[src/slp_pkg.sv]
// Purpose: Shared constants and types for the status LED PWM block
// Assumes: 125 MHz clk, 32.768 kHz reference made internally
// Notes: Register offsets are 9-bit byte addresses
package slp_pkg;
    localparam int NUM_CH = 6;
    localparam int ADDR_W = 9;
    // =====================================================
    // Register map
    localparam logic [8:0] BANK_A_OFFS = 9'h025;
    localparam logic [8:0] BANK_B_OFFS = 9'h026;
    localparam logic [8:0] BANK_C_OFFS = 9'h027;
    localparam logic [8:0] ADV_BASE_OFFS = 9'h1d6;
    localparam logic [7:0] BANK_RESET = 8'h00;
    localparam logic [7:0] ADV_RESET = 8'hfc;
    // Bank field positions (two channels per bank register)
    localparam int LEVEL_LO_POS = 0;
    localparam int BLINK_LO_POS = 2;
    localparam int LEVEL_HI_POS = 4;
    localparam int BLINK_HI_POS = 6;
    // Advanced register field positions
    localparam int ADV_BLINK_POS = 0;
    localparam int ADV_DUTY_POS = 2;
    // =====================================================
    // Codes
    localparam logic [1:0] BLINK_NONE = 2'h0;
    localparam logic [1:0] BLINK_1S = 2'h1;
    localparam logic [1:0] BLINK_4S = 2'h2;
    localparam logic [1:0] BLINK_8S = 2'h3;
    localparam logic [1:0] LEVEL_OFF = 2'h0;
    localparam logic [5:0] DUTY_FULL = 6'h20;
    // =====================================================
    // Timing
    localparam int CLK_HZ = 125000000;
    localparam int REF_HZ = 32768;
    localparam int REF_DIV = CLK_HZ / REF_HZ;
    localparam logic [11:0] REF_DIV_LAST = 12'(REF_DIV - 1);
    localparam int PWM_SLOTS = 32;
    localparam int RAMP_STEP_REF = REF_HZ / 64;
    localparam logic [8:0] RAMP_STEP_LAST = 9'(RAMP_STEP_REF - 1);
    localparam int BLINK_CNT_W = 18;
    // Blink periods in ref cycles, all powers of two
    localparam logic [17:0] PERIOD_1S_MASK = 18'h07fff;
    localparam logic [17:0] PERIOD_4S_MASK = 18'h1ffff;
    localparam logic [17:0] PERIOD_8S_MASK = 18'h3ffff;
    localparam logic [17:0] HALF_SEC_REF = 18'(REF_HZ / 2);

    typedef struct packed {
        logic [1:0] level;
        logic [1:0] blink;
        logic [5:0] duty;
    } slp_chan_cfg_type;
endpackage

[src/slp_channel.sv]
// Purpose: One sink channel: ramped duty, staggered PWM, blink window
// Assumes: Phases arrive already offset for this channel
// Notes: Output enable is active low, low means sinking
`timescale 1ns/1ps
`default_nettype none
module slp_channel (
    // Clock and reset
    input wire logic clk,
    input wire logic reset_n,
    // Shared timing
    input wire logic stepTick,
    input wire logic [4:0] pwmPhase,
    input wire logic [17:0] blinkPhase,
    // Configuration
    input wire slp_pkg::slp_chan_cfg_type cfg,
    input wire logic rampEnable,
    // Output
    output logic sinkOe_n,
    output logic [5:0] appliedDuty
);
    // =====================================================
    // Duty tracking
    logic [5:0] target;
    logic [5:0] applied_r;
    logic [5:0] applied_nxt;
    logic sinkOe_r;
    logic sinkOe_nxt;
    logic [17:0] periodMask;
    logic inWindow;
    logic pwmOn;

    always_comb begin
        // Codes above full scale are treated as continuously on
        target = (cfg.duty > slp_pkg::DUTY_FULL) ? slp_pkg::DUTY_FULL : cfg.duty;
        applied_nxt = applied_r;
        if (!rampEnable || cfg.blink != slp_pkg::BLINK_NONE) begin
            applied_nxt = target;
        end else if (stepTick) begin
            if (applied_r < target) begin
                applied_nxt = applied_r + 6'h01;
            end else if (applied_r > target) begin
                applied_nxt = applied_r - 6'h01;
            end
        end
    end

    // =====================================================
    // Waveform
    always_comb begin
        unique case (cfg.blink)
            slp_pkg::BLINK_1S: periodMask = slp_pkg::PERIOD_1S_MASK;
            slp_pkg::BLINK_4S: periodMask = slp_pkg::PERIOD_4S_MASK;
            slp_pkg::BLINK_8S: periodMask = slp_pkg::PERIOD_8S_MASK;
            default: periodMask = 18'h00000;
        endcase
        // Blink lowers repetition rate; half-second on window per period
        inWindow = (cfg.blink == slp_pkg::BLINK_NONE)
            || ((blinkPhase & periodMask) < slp_pkg::HALF_SEC_REF);
        pwmOn = ({1'h0, pwmPhase} < applied_r);
        sinkOe_nxt = !(inWindow && pwmOn && cfg.level != slp_pkg::LEVEL_OFF);
    end

    always_ff @(posedge clk) begin
        if (!reset_n) begin
            applied_r <= slp_pkg::DUTY_FULL;
            sinkOe_r <= 1'h1;
        end else begin
            applied_r <= applied_nxt;
            sinkOe_r <= sinkOe_nxt;
        end
    end

    assign sinkOe_n = sinkOe_r;
    assign appliedDuty = applied_r;
endmodule
`default_nettype wire

[src/slp_status_led.sv]
// Purpose: Six-channel signaling LED sink controller with ramp and blink
// Assumes: Register port is driven by the serial interface on clk
// Notes: Ramp enables are plain inputs; they have no register offset
// Operation
// - Six sink channels in two RGB banks, each independent.
// - Two-bit level per channel, zero means no current.
// - Six-bit duty code per channel sets on fraction.
// - Each channel's PWM offset by one reference cycle from the next.
// - Per-channel ramp enable selects ramped duty changes.
// - Ramp moves applied duty one thirty-second every sixty-fourth second.
// - Every duty change starts a ramp, up or down, when enabled.
// - Ramp disabled applies new duty immediately.
// - Two-bit blink selector: none, 1, 4 or 8 seconds.
// - Blink lowers repetition rate, half-second default on time.
// - While blinking, no ramp is applied; duty still sets the on fraction.
// - Outputs usable as open-drain logic or generic PWM.
// - Bank register 0x25 resets to zero, red and green fields.
// - Bank register 0x26 holds blue A fields and red B level and blink.
// - Duty in thirty-seconds, 0x20 continuous, above that don't care.
// - Blink 00 enables advanced duty control, default full on.
// - Non-zero blink returns channel to fixed half-second on time.
`timescale 1ns/1ps
`default_nettype none
module slp_status_led (
    // Clock and reset
    input wire logic clk,
    input wire logic reset_n,
    // Register port
    input wire logic [8:0] regAddr,
    input wire logic [7:0] regWrData,
    input wire logic regWrEn,
    input wire logic regRdEn,
    output logic [7:0] regRdData,
    // Ramp control
    input wire logic [5:0] rampEnable,
    // Sink outputs: red A, green A, blue A, red B, green B, blue B
    output logic [5:0] sinkOe_n,
    output logic [11:0] sinkLevel
);
    // =====================================================
    // Configuration storage
    slp_pkg::slp_chan_cfg_type cfg_r [slp_pkg::NUM_CH];
    slp_pkg::slp_chan_cfg_type cfg_nxt [slp_pkg::NUM_CH];
    logic [7:0] rdData_r;
    logic [7:0] rdData_nxt;
    logic [11:0] level_r;
    logic [11:0] level_nxt;

    // Bank register index for an address, 3 when not a bank register
    function automatic logic [1:0] bank_index(input logic [8:0] a);
        if (a == slp_pkg::BANK_A_OFFS) return 2'h0;
        if (a == slp_pkg::BANK_B_OFFS) return 2'h1;
        if (a == slp_pkg::BANK_C_OFFS) return 2'h2;
        return 2'h3;
    endfunction

    // Advanced register hit for a channel
    function automatic logic adv_hit(input logic [8:0] a, input int ch);
        return a == 9'(slp_pkg::ADV_BASE_OFFS + 9'(ch));
    endfunction

    // Bank view of a channel pair, low channel in the low nibble
    function automatic logic [7:0] bank_word(
        input slp_pkg::slp_chan_cfg_type lo,
        input slp_pkg::slp_chan_cfg_type hi
    );
        return {hi.blink, hi.level, lo.blink, lo.level};
    endfunction

    // Reset view; struct order differs from the advanced register layout
    function automatic slp_pkg::slp_chan_cfg_type chan_reset();
        slp_pkg::slp_chan_cfg_type c;
        c.level = slp_pkg::BANK_RESET[slp_pkg::LEVEL_LO_POS +: 2];
        c.blink = slp_pkg::ADV_RESET[slp_pkg::ADV_BLINK_POS +: 2];
        c.duty = slp_pkg::ADV_RESET[slp_pkg::ADV_DUTY_POS +: 6];
        return c;
    endfunction

    // =====================================================
    // Register writes
    always_comb begin
        logic [1:0] bank;
        bank = bank_index(regAddr);
        for (int i = 0; i < slp_pkg::NUM_CH; i++) begin
            cfg_nxt[i] = cfg_r[i];
            // Blink field is shared between bank and advanced views
            if (regWrEn && bank == 2'(i / 2)) begin
                if (i % 2 == 0) begin
                    cfg_nxt[i].level = regWrData[slp_pkg::LEVEL_LO_POS +: 2];
                    cfg_nxt[i].blink = regWrData[slp_pkg::BLINK_LO_POS +: 2];
                end else begin
                    cfg_nxt[i].level = regWrData[slp_pkg::LEVEL_HI_POS +: 2];
                    cfg_nxt[i].blink = regWrData[slp_pkg::BLINK_HI_POS +: 2];
                end
            end
            if (regWrEn && adv_hit(regAddr, i)) begin
                cfg_nxt[i].blink = regWrData[slp_pkg::ADV_BLINK_POS +: 2];
                cfg_nxt[i].duty = regWrData[slp_pkg::ADV_DUTY_POS +: 6];
            end
        end
    end

    always_ff @(posedge clk) begin
        if (!reset_n) begin
            for (int i = 0; i < slp_pkg::NUM_CH; i++) begin
                cfg_r[i] <= chan_reset();
            end
        end else begin
            for (int i = 0; i < slp_pkg::NUM_CH; i++) begin
                cfg_r[i] <= cfg_nxt[i];
            end
        end
    end

    // =====================================================
    // Level outputs move on the write edge, not one clock later
    always_comb begin
        for (int i = 0; i < slp_pkg::NUM_CH; i++) begin
            level_nxt[2*i +: 2] = cfg_nxt[i].level;
        end
    end

    always_ff @(posedge clk) begin
        if (!reset_n) begin
            level_r <= 12'h000;
        end else begin
            level_r <= level_nxt;
        end
    end

    // =====================================================
    // Register reads; data holds until the next read strobe
    always_comb begin
        logic [1:0] rdBank;
        rdBank = bank_index(regAddr);
        rdData_nxt = rdData_r;
        if (regRdEn) begin
            // Unmapped addresses read as zero
            rdData_nxt = 8'h00;
            for (int b = 0; b < slp_pkg::NUM_CH / 2; b++) begin
                if (rdBank == 2'(b)) begin
                    rdData_nxt = bank_word(cfg_r[2*b], cfg_r[2*b+1]);
                end
            end
            for (int i = 0; i < slp_pkg::NUM_CH; i++) begin
                if (adv_hit(regAddr, i)) begin
                    rdData_nxt = {cfg_r[i].duty, cfg_r[i].blink};
                end
            end
        end
    end

    always_ff @(posedge clk) begin
        if (!reset_n) begin
            rdData_r <= 8'h00;
        end else begin
            rdData_r <= rdData_nxt;
        end
    end

    assign regRdData = rdData_r;
    assign sinkLevel = level_r;

    // =====================================================
    // Reference timebase
    // Divider drops its remainder, so the reference runs slightly fast
    logic [11:0] div_r;
    logic [11:0] div_nxt;
    logic [4:0] pwmCnt_r;
    logic [4:0] pwmCnt_nxt;
    logic [8:0] stepCnt_r;
    logic [8:0] stepCnt_nxt;
    logic [17:0] blinkCnt_r;
    logic [17:0] blinkCnt_nxt;
    logic refTick;
    logic stepTick;

    always_comb begin
        refTick = (div_r == slp_pkg::REF_DIV_LAST);
        stepTick = refTick && (stepCnt_r == slp_pkg::RAMP_STEP_LAST);
        div_nxt = refTick ? 12'h000 : div_r + 12'h001;
        pwmCnt_nxt = refTick ? pwmCnt_r + 5'h01 : pwmCnt_r;
        stepCnt_nxt = refTick ? stepCnt_r + 9'h001 : stepCnt_r;
        blinkCnt_nxt = refTick ? blinkCnt_r + 18'h00001 : blinkCnt_r;
    end

    always_ff @(posedge clk) begin
        if (!reset_n) begin
            div_r <= 12'h000;
            pwmCnt_r <= 5'h00;
            stepCnt_r <= 9'h000;
            blinkCnt_r <= 18'h00000;
        end else begin
            div_r <= div_nxt;
            pwmCnt_r <= pwmCnt_nxt;
            stepCnt_r <= stepCnt_nxt;
            blinkCnt_r <= blinkCnt_nxt;
        end
    end

    // =====================================================
    // Channels; one reference cycle of skew keeps edges apart
    genvar g;
    generate
        for (g = 0; g < slp_pkg::NUM_CH; g++) begin : gen_ch
            slp_channel u_ch (
                .clk(clk),
                .reset_n(reset_n),
                .stepTick(stepTick),
                .pwmPhase(5'(pwmCnt_r - 5'(g))),
                .blinkPhase(18'(blinkCnt_r - 18'(g))),
                .cfg(cfg_r[g]),
                .rampEnable(rampEnable[g]),
                .sinkOe_n(sinkOe_n[g]),
                .appliedDuty()
            );
        end
    endgenerate
endmodule
`default_nettype wire

[config.mk]
export PLATFORM = sky130hd
export DESIGN_NAME = slp_status_led
export DESIGN_NICKNAME = d
export VERILOG_FILES = /design/src/slp_pkg.sv /design/src/slp_channel.sv /design/src/slp_status_led.sv
export SDC_FILE = /design/constraint.sdc
export NUM_CORES = 1
export LEC_CHECK = 0
export ABC_AREA = 1
export BUFFER_PORTS_ARGS = -buffer_cell sky130_fd_sc_hd__buf_4
export CAP_MARGIN = 20
export CORE_UTILIZATION = 57
export DETAILED_ROUTE_END_ITERATION = 8
export GPL_TIMING_DRIVEN = 0
export PLACE_DENSITY = 0.78
export SYNTH_ARGS = -nofsm -noshare
export SYNTH_HDL_FRONTEND = slang
export SYNTH_HIERARCHICAL = 1
export SYNTH_SLANG_ARGS = --single-unit
[constraint.sdc]
create_clock -name clk -period 2.14 [get_ports clk]
set_input_delay 0.428 -clock clk [delete_from_list [all_inputs] [get_ports clk]]
set_output_delay 0.428 -clock clk [all_outputs]
set_load 0.03 [all_outputs]
======== Word level (Yosys, flattened, before mapping) ========
Memories as Yosys holds them, arrays and structs flattened.
Index checks and enable logic that the tools add are counted.
W data, S select, Z words.
cells by class
  add/subtract/negate cells ............... 26
  multipliers ............................. 0
  divide/modulo/power cells ............... 0
  magnitude comparators ................... 30
  equality and inequality tests ........... 31
  shift-type cells ........................ 0
  multiplexer cells ....................... 77
  bitwise logic cells ..................... 13
  reductions and logical operators ........ 84
operators by type and width
  operator                 number
  $pmux W18 S3             6
  $mux W6                  30
  $mux W8                  15
  $and A18 B18 Y18         6
  $lt A18 B15 Y1 const B   6
  $eq A9 B9 Y1 const B     7
  $mux W10                 6
  $add A6 B1 Y6 const B    6
  $gt A6 B6 Y1             6
  $gt A6 B6 Y1 const B     6
  $lt A5 B6 Y1             6
  $lt A6 B6 Y1             6
  $reduce_bool A2 Y1       18
  $sub A18 B2 Y18 const B  2
  $sub A18 B3 Y18 const B  2
  $sub A6 B1 Y6 const B    6
  $eq A9 B6 Y1 const B     3
  $eq A2 B2 Y1 const B     13
  $mux W4                  6
  $logic_and A1 B1 Y1      22
  $add A18 B1 Y18 const B  1
  $reduce_bool A3 Y1       6
  $sub A18 B1 Y18 const B  1
  $eq A2 B1 Y1 const B     7
  16 further kinds         68
word-level totals
  register bits after elaboration ......... 106
  bits in latches ......................... 0
  memory bits (writable) .................. 60
  ROM bits ................................ 0
  input bits .............................. 27
  output and inout bits ................... 26
  logic and storage cells ................. 280
  memories kept ........................... 1
memories
  name   words  bits a word  read ports  clocked after memory_dff  write ports  line                  source
  cfg_r  6      10           6           0                         6            slp_status_led.sv:42  slp_pkg::slp_chan_cfg_type cfg_r [slp_pkg::NUM_CH];

======== Depth between registers and ports, before layout ========
Gate-level depths: netlist of run 1.
  depth after elaboration ................. 18
  mapped depth ............................ 18
  depth with buffers taken out ............ 18

======== Cells and area by module ========
The synthesis of run 1 kept the hierarchy.
modules (own cells, without submodules)
  module                            times used  cells each  area an instance (µm²)  seq. area each (µm²)
  slp_status_led                    1           1038        7178.1                  2242.2
  slp_channel (gen_ch[2].u_ch ...)  4           135         875.8                   140.1
  slp_channel (gen_ch[0].u_ch ...)  2           141         910.9                   140.1

======== Worst setup path before layout of run 1 ========
Ideal clock, no wire load.
  path kind ............................... reg2reg
  start point ............................. mem cfg_r[0][4] in the netlist's numbering
  end point ............................... reg gen_ch[0].u_ch.applied_r[5]
  library setup time ...................... 0.117 ns
  arrival ................................. 2.168 ns
  data required time ...................... 2.023 ns
  slack ................................... -0.145 ns
  cell stages (with the launch flop) ...... 19
  buffers on the path ..................... 0
  clock period less this slack ............ 2.285 ns
  cells stage by stage .................... dfxtp_1 > nor2_1 > nand3_1 > nand2_1 > nand2_1 > ha_1 > nand2_1 > nor2_1 > nand2_1 > nand3_2 > ha_1 > nand3_1 > nand3_1 > nand2_1 > nand2_1 > inv_1 > nand3_1 > nand3_1 > nand2_1
RTL lines
  item                  line                  source
  from (decl)           slp_status_led.sv:42
  to (signal assigned)  slp_channel.sv:65     applied_r <= slp_pkg::DUTY_FULL;
  to (signal assigned)  slp_channel.sv:68     applied_r <= applied_nxt;
  to (decl)             slp_channel.sv:24     logic [5:0] applied_r;

======== Worst setup path after layout of run 1 ========
  start point ............................. reg gen_ch[3].u_ch.applied_r[0]
  end point ............................... reg gen_ch[3].u_ch.applied_r[3]
between the ends
  word-level cells in the longest chain between the ends .. 5
ends and longest elaborated chain
  item                    line               source
  from (decl)             slp_channel.sv:24
  from (signal assigned)  slp_channel.sv:65
  from (signal assigned)  slp_channel.sv:68
  $sub A6 B1 Y6           slp_channel.sv:42  applied_nxt = applied_r - 6'h01;
  $mux W6                 slp_channel.sv:41  end else if (applied_r > target) begin
  $mux W6                 slp_channel.sv:39  if (applied_r < target) begin
  $mux W6                 slp_channel.sv:38  end else if (stepTick) begin
  $mux W6                 slp_channel.sv:36  if (!rampEnable || cfg.blink != slp_pkg::BLINK_NONE) begin
Parallel ways exist; a longest one is shown, timed or not. The select of a mux whose other input is x is not followed.
A chain may end at the register's enable or synchronous reset.

==> flow_summary.ini, run 1 <==
[run_status]
outcome = finished with violations
violations = setup timing

[clock_network]
cts_made_buffers = 17
cts_sinks = 154
clkTransAtPathRegs_ps = 80
cts_tree = yes
clk_path_buf_depth = 2
cts_hold_buffers = 0
htree_levels = 4
clk_latency_ps = 450
root_buffer = clkbuf_16

[floorplan]
die-width_um = 146
die_height_um = 146
core.rowCount = 52
core_um2 = 20400
initial_utilization_pct = 58.4
io_pins = 53
die_area_um2 = 21400

[worst_setup_path]
worstPathRequired_ps = 2520
cp-end-kind = flop
rr_startpoint = gen_ch[3].u_ch/appliedDuty[0]$_SDFFE_PN0P_
path_class = reg2reg
crit_path_max_fanout = 7
cp.arrival_ps = 2810
critPathLaunch = gen_ch[3].u_ch/appliedDuty[0]$_SDFFE_PN0P_
startpoint_type = flop
rr_worst_depth = 16

[worst_hold_path]
worstHoldStart = regWrData[7]
worstHoldPathCells = 3
hold_class = in2reg

[sta]
whs_ps = 278
hold_viol_final = 0
setup_viol = 31
max_freq_mhz = 411
slew_headroom_pct = 35.6
worstMarginPinSlew_ps = 958
rsz0062_at_grt = yes
fin_worst_skew_ps = 19.4
setup_tns_ps = -5510
fin_crit_ps = 2430
slew_viol_final = 0
finalCritPeriodShare_pct = 114
setup_ws_ps = -292

[power_and_ir_drop]
peakVddDrop_v = 0.000752
pwr-share-clk_pct = 21.7
p_int_w = 0.00829
netSwitchingFraction_pct = 40.7
p_leak_nw = 7.03
p_comb_share_pct = 54.6
p_switching_w = 0.00570
seqPwrFrac_pct = 23.7
powerDensity_nw_per_um2 = 904

[final_layout]
mostFrequentLayoutCell = nand2_1
fillers = 1427
drive_gt1_share_pct = 30.2
nets = 2084
area_delta_synth_final_pct = 30.2
mostFrequentLayoutCells = nand2_1 (340), inv_1 (217), buf_4 (155)

[drt]
route.vias.total = 13200
dr.pass1.iters = 7
via_per_inst = 5.93
wl_mm = 40.9
drc = 0
wire_per_inst_um = 18.4
drt_iter0_markers = 1236
ant_nets = 0

[grt]
grt_pass1_vias = 11800
grt_first_pass_wirelength_mm = 59.4
grt_start_max_net_pins = 22
antenna_found_initial = 0
grt.overflow.total = 0
grtUsageTotal_pct = 34.6

[placement]
place_congestion = 0.968
port_buffers = 48
hpwlAfterDp_mm = 25.5

[logic_synthesis]
syn_avg_cell_area_um2 = 6.73
synth.net_count = 1907
yosysWarnings = 6
synth_cells = 1765
netlist_area_um2 = 11900

[run]
cap_viol_max_count = 0
## per-layer routing
| metal | track usage (%) | part of all wire [%] | vias to the layer above |
|---|---|---|---|
| met1 | 44.2 | 40 | 6147 |
| met4 | 15.5 | 5.3 | 0 |
| met3 | 6.00 | 9.0 | 188 |
| li1 | - | - | 6143 |
| met2 | 57.0 | 46 | 733 |
| met5 | 0 | 0 | - |
## layout make-up
| type | count | area [um^2] | area share (%) |
|---|---|---|---|
| Multi-Input combinational cell | 1300 | 8760 | 56.6 |
| Sequential cell | 154 | 3190 | 20.6 |
| Timing Repair Buffer | 158 | 1300 | 8.38 |
| Inverter | 260 | 1010 | 6.50 |
| Clock buffer | 21 | 440 | 2.85 |
| Tap cell | 270 | 338 | 2.18 |
| Buffer | 51 | 314 | 2.03 |
| Clock inverter | 11 | 123 | 0.793 |
| Antenna cell | 1 | 2.50 | 0.0162 |
## state kept, by name (all words and copies together), names as in the netlist
| name | count |
|---|---|
| gen_ch.u_ch/sinkOe_n | 6 |
| gen_ch.u_ch/appliedDuty | 36 |
| div_r | 12 |
| regRdData | 8 |
| stepCnt_r | 9 |
| sinkLevel | 12 |
| pwmCnt_r | 5 |
| cfg_r | 48 |
| blinkCnt_r | 18 |
## what timing repair did
item	in CTS	in global routing
endpoints found under the hold margin	0	0
pin swaps	93	142
gates cloned	0	1
resized for setup	152	190
endpoints found under the setup margin	41	45
buffers inserted	74	43
## worst max-delay path: stages (launching register included)
cell	delay, ps
dfxtp_1	560
inv_1	190
ha_1	240
inv_1	60
nand2_1	40
nand2_1	100
nand2_2	90
nand3_4	140
buf_6	120
ha_4	200
nand3_4	90
nand3_4	80
nand2_2	70
nand3_2	70
nand2_1	80
nand3_1	70
a21oi_1	160
## power groups by stage
stage          logic [W]  clock network, W  registers, W
2_1_floorplan    0.00405                 0       0.00326
6_report         0.00763           0.00304       0.00332
5_1_grt          0.00826           0.00316       0.00334
4_1_cts          0.00618           0.00300       0.00329
3_5_place_dp     0.00488                 0       0.00334
3_3_place_gp     0.00469                 0       0.00334
## metrics by stage
stage	std cells	utilization, %	area [um^2]	worst slack (ps)	total power, W
6_report	2226	76.0	15500	-292	0.0140
5_1_grt	2225	75.9	15500	-367	0.0148
4_1_cts	2189	71.2	14500	-253	0.0125
3_5_place_dp	2083	62.9	12800	-694	0.00822
3_3_place_gp	2083	62.9	12800	-635	0.00803
2_1_floorplan	1765	-	12100	-62.2	0.00731
## final timing paths
path | endpoint | slack (ps)
setup / recovery | gen_ch[3].u_ch/appliedDuty[3]$_SDFFE_PN0P_ | -290
hold / removal | cfg_r[0][15]$_SDFFE_PN1P_ | 280
setup reg to reg | gen_ch[3].u_ch/appliedDuty[3]$_SDFFE_PN0P_ | -290
hold reg to reg | div_r[0]$_SDFF_PP0_ | 470
(Power assumes the default switching activity.)
==> run 2: changes to the inputs <==
--- a/config.mk
+++ b/config.mk
@@ -5,7 +5,7 @@
 export SDC_FILE = /design/constraint.sdc
 export NUM_CORES = 1
 export LEC_CHECK = 0
-export ABC_AREA = 1
+export ABC_CLOCK_PERIOD_IN_PS = 2140
 export BUFFER_PORTS_ARGS = -buffer_cell sky130_fd_sc_hd__buf_4
 export CAP_MARGIN = 20
 export CORE_UTILIZATION = 57
==> flow_summary.ini, run 2 <==
[run_status]
outcome = finished with violations
violations = setup timing

[power_and_ir_drop]
netSwitchingFraction_pct = 29.4
powerDensity_nw_per_um2 = 508
p_comb_share_pct = 20.8
p_int_w = 0.00547
p_switching_w = 0.00227
p_total_w = 0.00774
p_leak_nw = 6.09
pwr-share-clk_pct = 40.9
peakVddDrop_v = 0.000663
seqPwrFrac_pct = 38.2

[logic_synthesis]
synth_cells = 1364
yosysWarnings = 6
syn_avg_cell_area_um2 = 8.36
synth.net_count = 1506
netlist_area_um2 = 11400

[final_layout]
nets = 1687
postLayoutCoreUtil_pct = 78.0
final_cell_area_um2 = 15200
largest_reg_flops = 48
area_delta_synth_final_pct = 33.5
mostFrequentLayoutCells = buf_4 (161), dfxtp_1 (119), nand2_1 (104)
drive_gt1_share_pct = 32.0
n_antenna_cell = 0
mostFrequentLayoutCell = buf_4
regMostFlops = cfg_r

[grt]
grt_pass1_vias = 11200
grt.overflow.total = 0
grt_first_pass_wirelength_mm = 57.0
grt_start_max_net_pins = 17
grtUsageTotal_pct = 35.6
antenna_found_initial = 0

[sta]
rsz0062_at_grt = yes
finalCritPeriodShare_pct = 135
hold_viol_final = 0
max_freq_mhz = 345
setup_viol = 40
slew_viol_final = 0
setup_ws_ps = -754
fin_worst_skew_ps = 12.5
fin_crit_ps = 2890
slew_headroom_pct = 51.2
worstMarginPinSlew_ps = 733
whs_ps = 336

[clock_network]
clkTransAtPathRegs_ps = 70
cts_hold_buffers = 0
clk_path_buf_depth = 2
cts_made_buffers = 17
htree_levels = 4
cts_tree = yes
cts_sinks = 154
root_buffer = clkbuf_16
clk_latency_ps = 440

[worst_setup_path]
critPathMaxStageDelay_ps = 380
cp-end-kind = flop
cp_slowest_cell = dfxtp_4
crit_top_cell = buf_4
cp.arrival_ps = 3200
path_cells = inv_6, buf_4, ha_1, nand4_1, o21bai_4, nand2_4, ha_4, buf_4, buf_6, a21o_1, a21oi_2, xnor2_1, mux2i_1, a21boi_1
worstPathRequired_ps = 2440
path_class = reg2reg
crit_path_max_fanout = 6
startpoint_type = flop

[placement]
place_congestion = 0.904
port_buffers = 41
dp_slack_ps = -774
placed_area_um2 = 12600
hpwlAfterDp_mm = 23.7

[worst_hold_path]
hold_class = in2reg

[floorplan]
die_area_um2 = 20600
core.rowCount = 51
io_pins = 53
core_um2 = 19500
die-width_um = 143
die_height_um = 143
initial_utilization_pct = 58.4

[drt]
drt_iter0_markers = 1030
ant_nets = 0
drc = 0
via_per_inst = 6.46
wire_per_inst_um = 21.2
route.vias.total = 11800
wl_mm = 38.6
dr.pass1.iters = 5

[run]
cap_viol_max_count = 0
[run 2: layout make-up]
cell class / count / area (um^2)
inverter: 66 / 285
tap: 265 / 332
timing repair buffer: 169 / 1360
clock buffer: 20 / 457
multi-input combinational: 1055 / 9100
clock inverter: 11 / 134
fill: 1225 / 4300
buffer: 82 / 404
sequential: 154 / 3160
[run 2: final timing paths]
kind / from / endpoint / slack, ps / cells past startpoint
worst min register to register: stepCnt_r[8]$_SDFFE_PN0P_ / stepCnt_r[8]$_SDFFE_PN0P_ / 480 / 2
worst max register to register: cfg_r[0][15]$_SDFFE_PN1P_ / gen_ch[1].u_ch/appliedDuty[4]$_SDFFE_PN0P_ / -750 / 14
worst min-delay path: regRdEn / regRdData[0]$_SDFFE_PN0P_ / 340 / 3
worst max-delay path: cfg_r[0][15]$_SDFFE_PN1P_ / gen_ch[1].u_ch/appliedDuty[4]$_SDFFE_PN0P_ / -750 / 14
[run 2: metal layers]
metal / up-vias / wire, um / GRT usage [%]
met5: - / 0 / 0
met4: 0 / 2270 / 18.7
met3: 220 / 3060 / 7.03
met2: 619 / 18100 / 59.1
met1: 5608 / 15100 / 43.4
li1: 5322 / - / -
[run 2: repair_timing]
action / 4_1_cts / 5_1_grt
endpoints found under the hold margin: 0 / 0
pin swaps: 144 / 98
buffers inserted: 95 / 37
resized for setup: 197 / 70
endpoints found under the setup margin: 45 / 82
[run 2: power by group through the flow]
stage	registers [W]	logic, W	clock network, W
after global placement	0.00303	0.00110	0
after floorplan	0.00301	0.000896	0
after global routing	0.00296	0.00173	0.00327
after CTS	0.00295	0.00142	0.00314
after detailed placement	0.00303	0.00113	0
final	0.00296	0.00161	0.00317
[run 2: critical path, delay by kind of cell (launching register included)]
family / cells / cell delay (ps)
AOI/OAI and AO/OA: 4 / 720
xor gates and xnor gates: 1 / 80
adders and majority gates: 2 / 570
buffers and inverters: 4 / 410
DFF: 1 / 380
muxes: 1 / 240
and+or+nand+nor: 2 / 350
[run 2: through the flow]
stage | instances | TNS [ps]
after CTS | 1793 | -10870
after floorplan | 1364 | -7760
final | 1822 | -14360
after global placement | 1670 | -26880
after detailed placement | 1670 | -29800
after global routing | 1822 | -17280
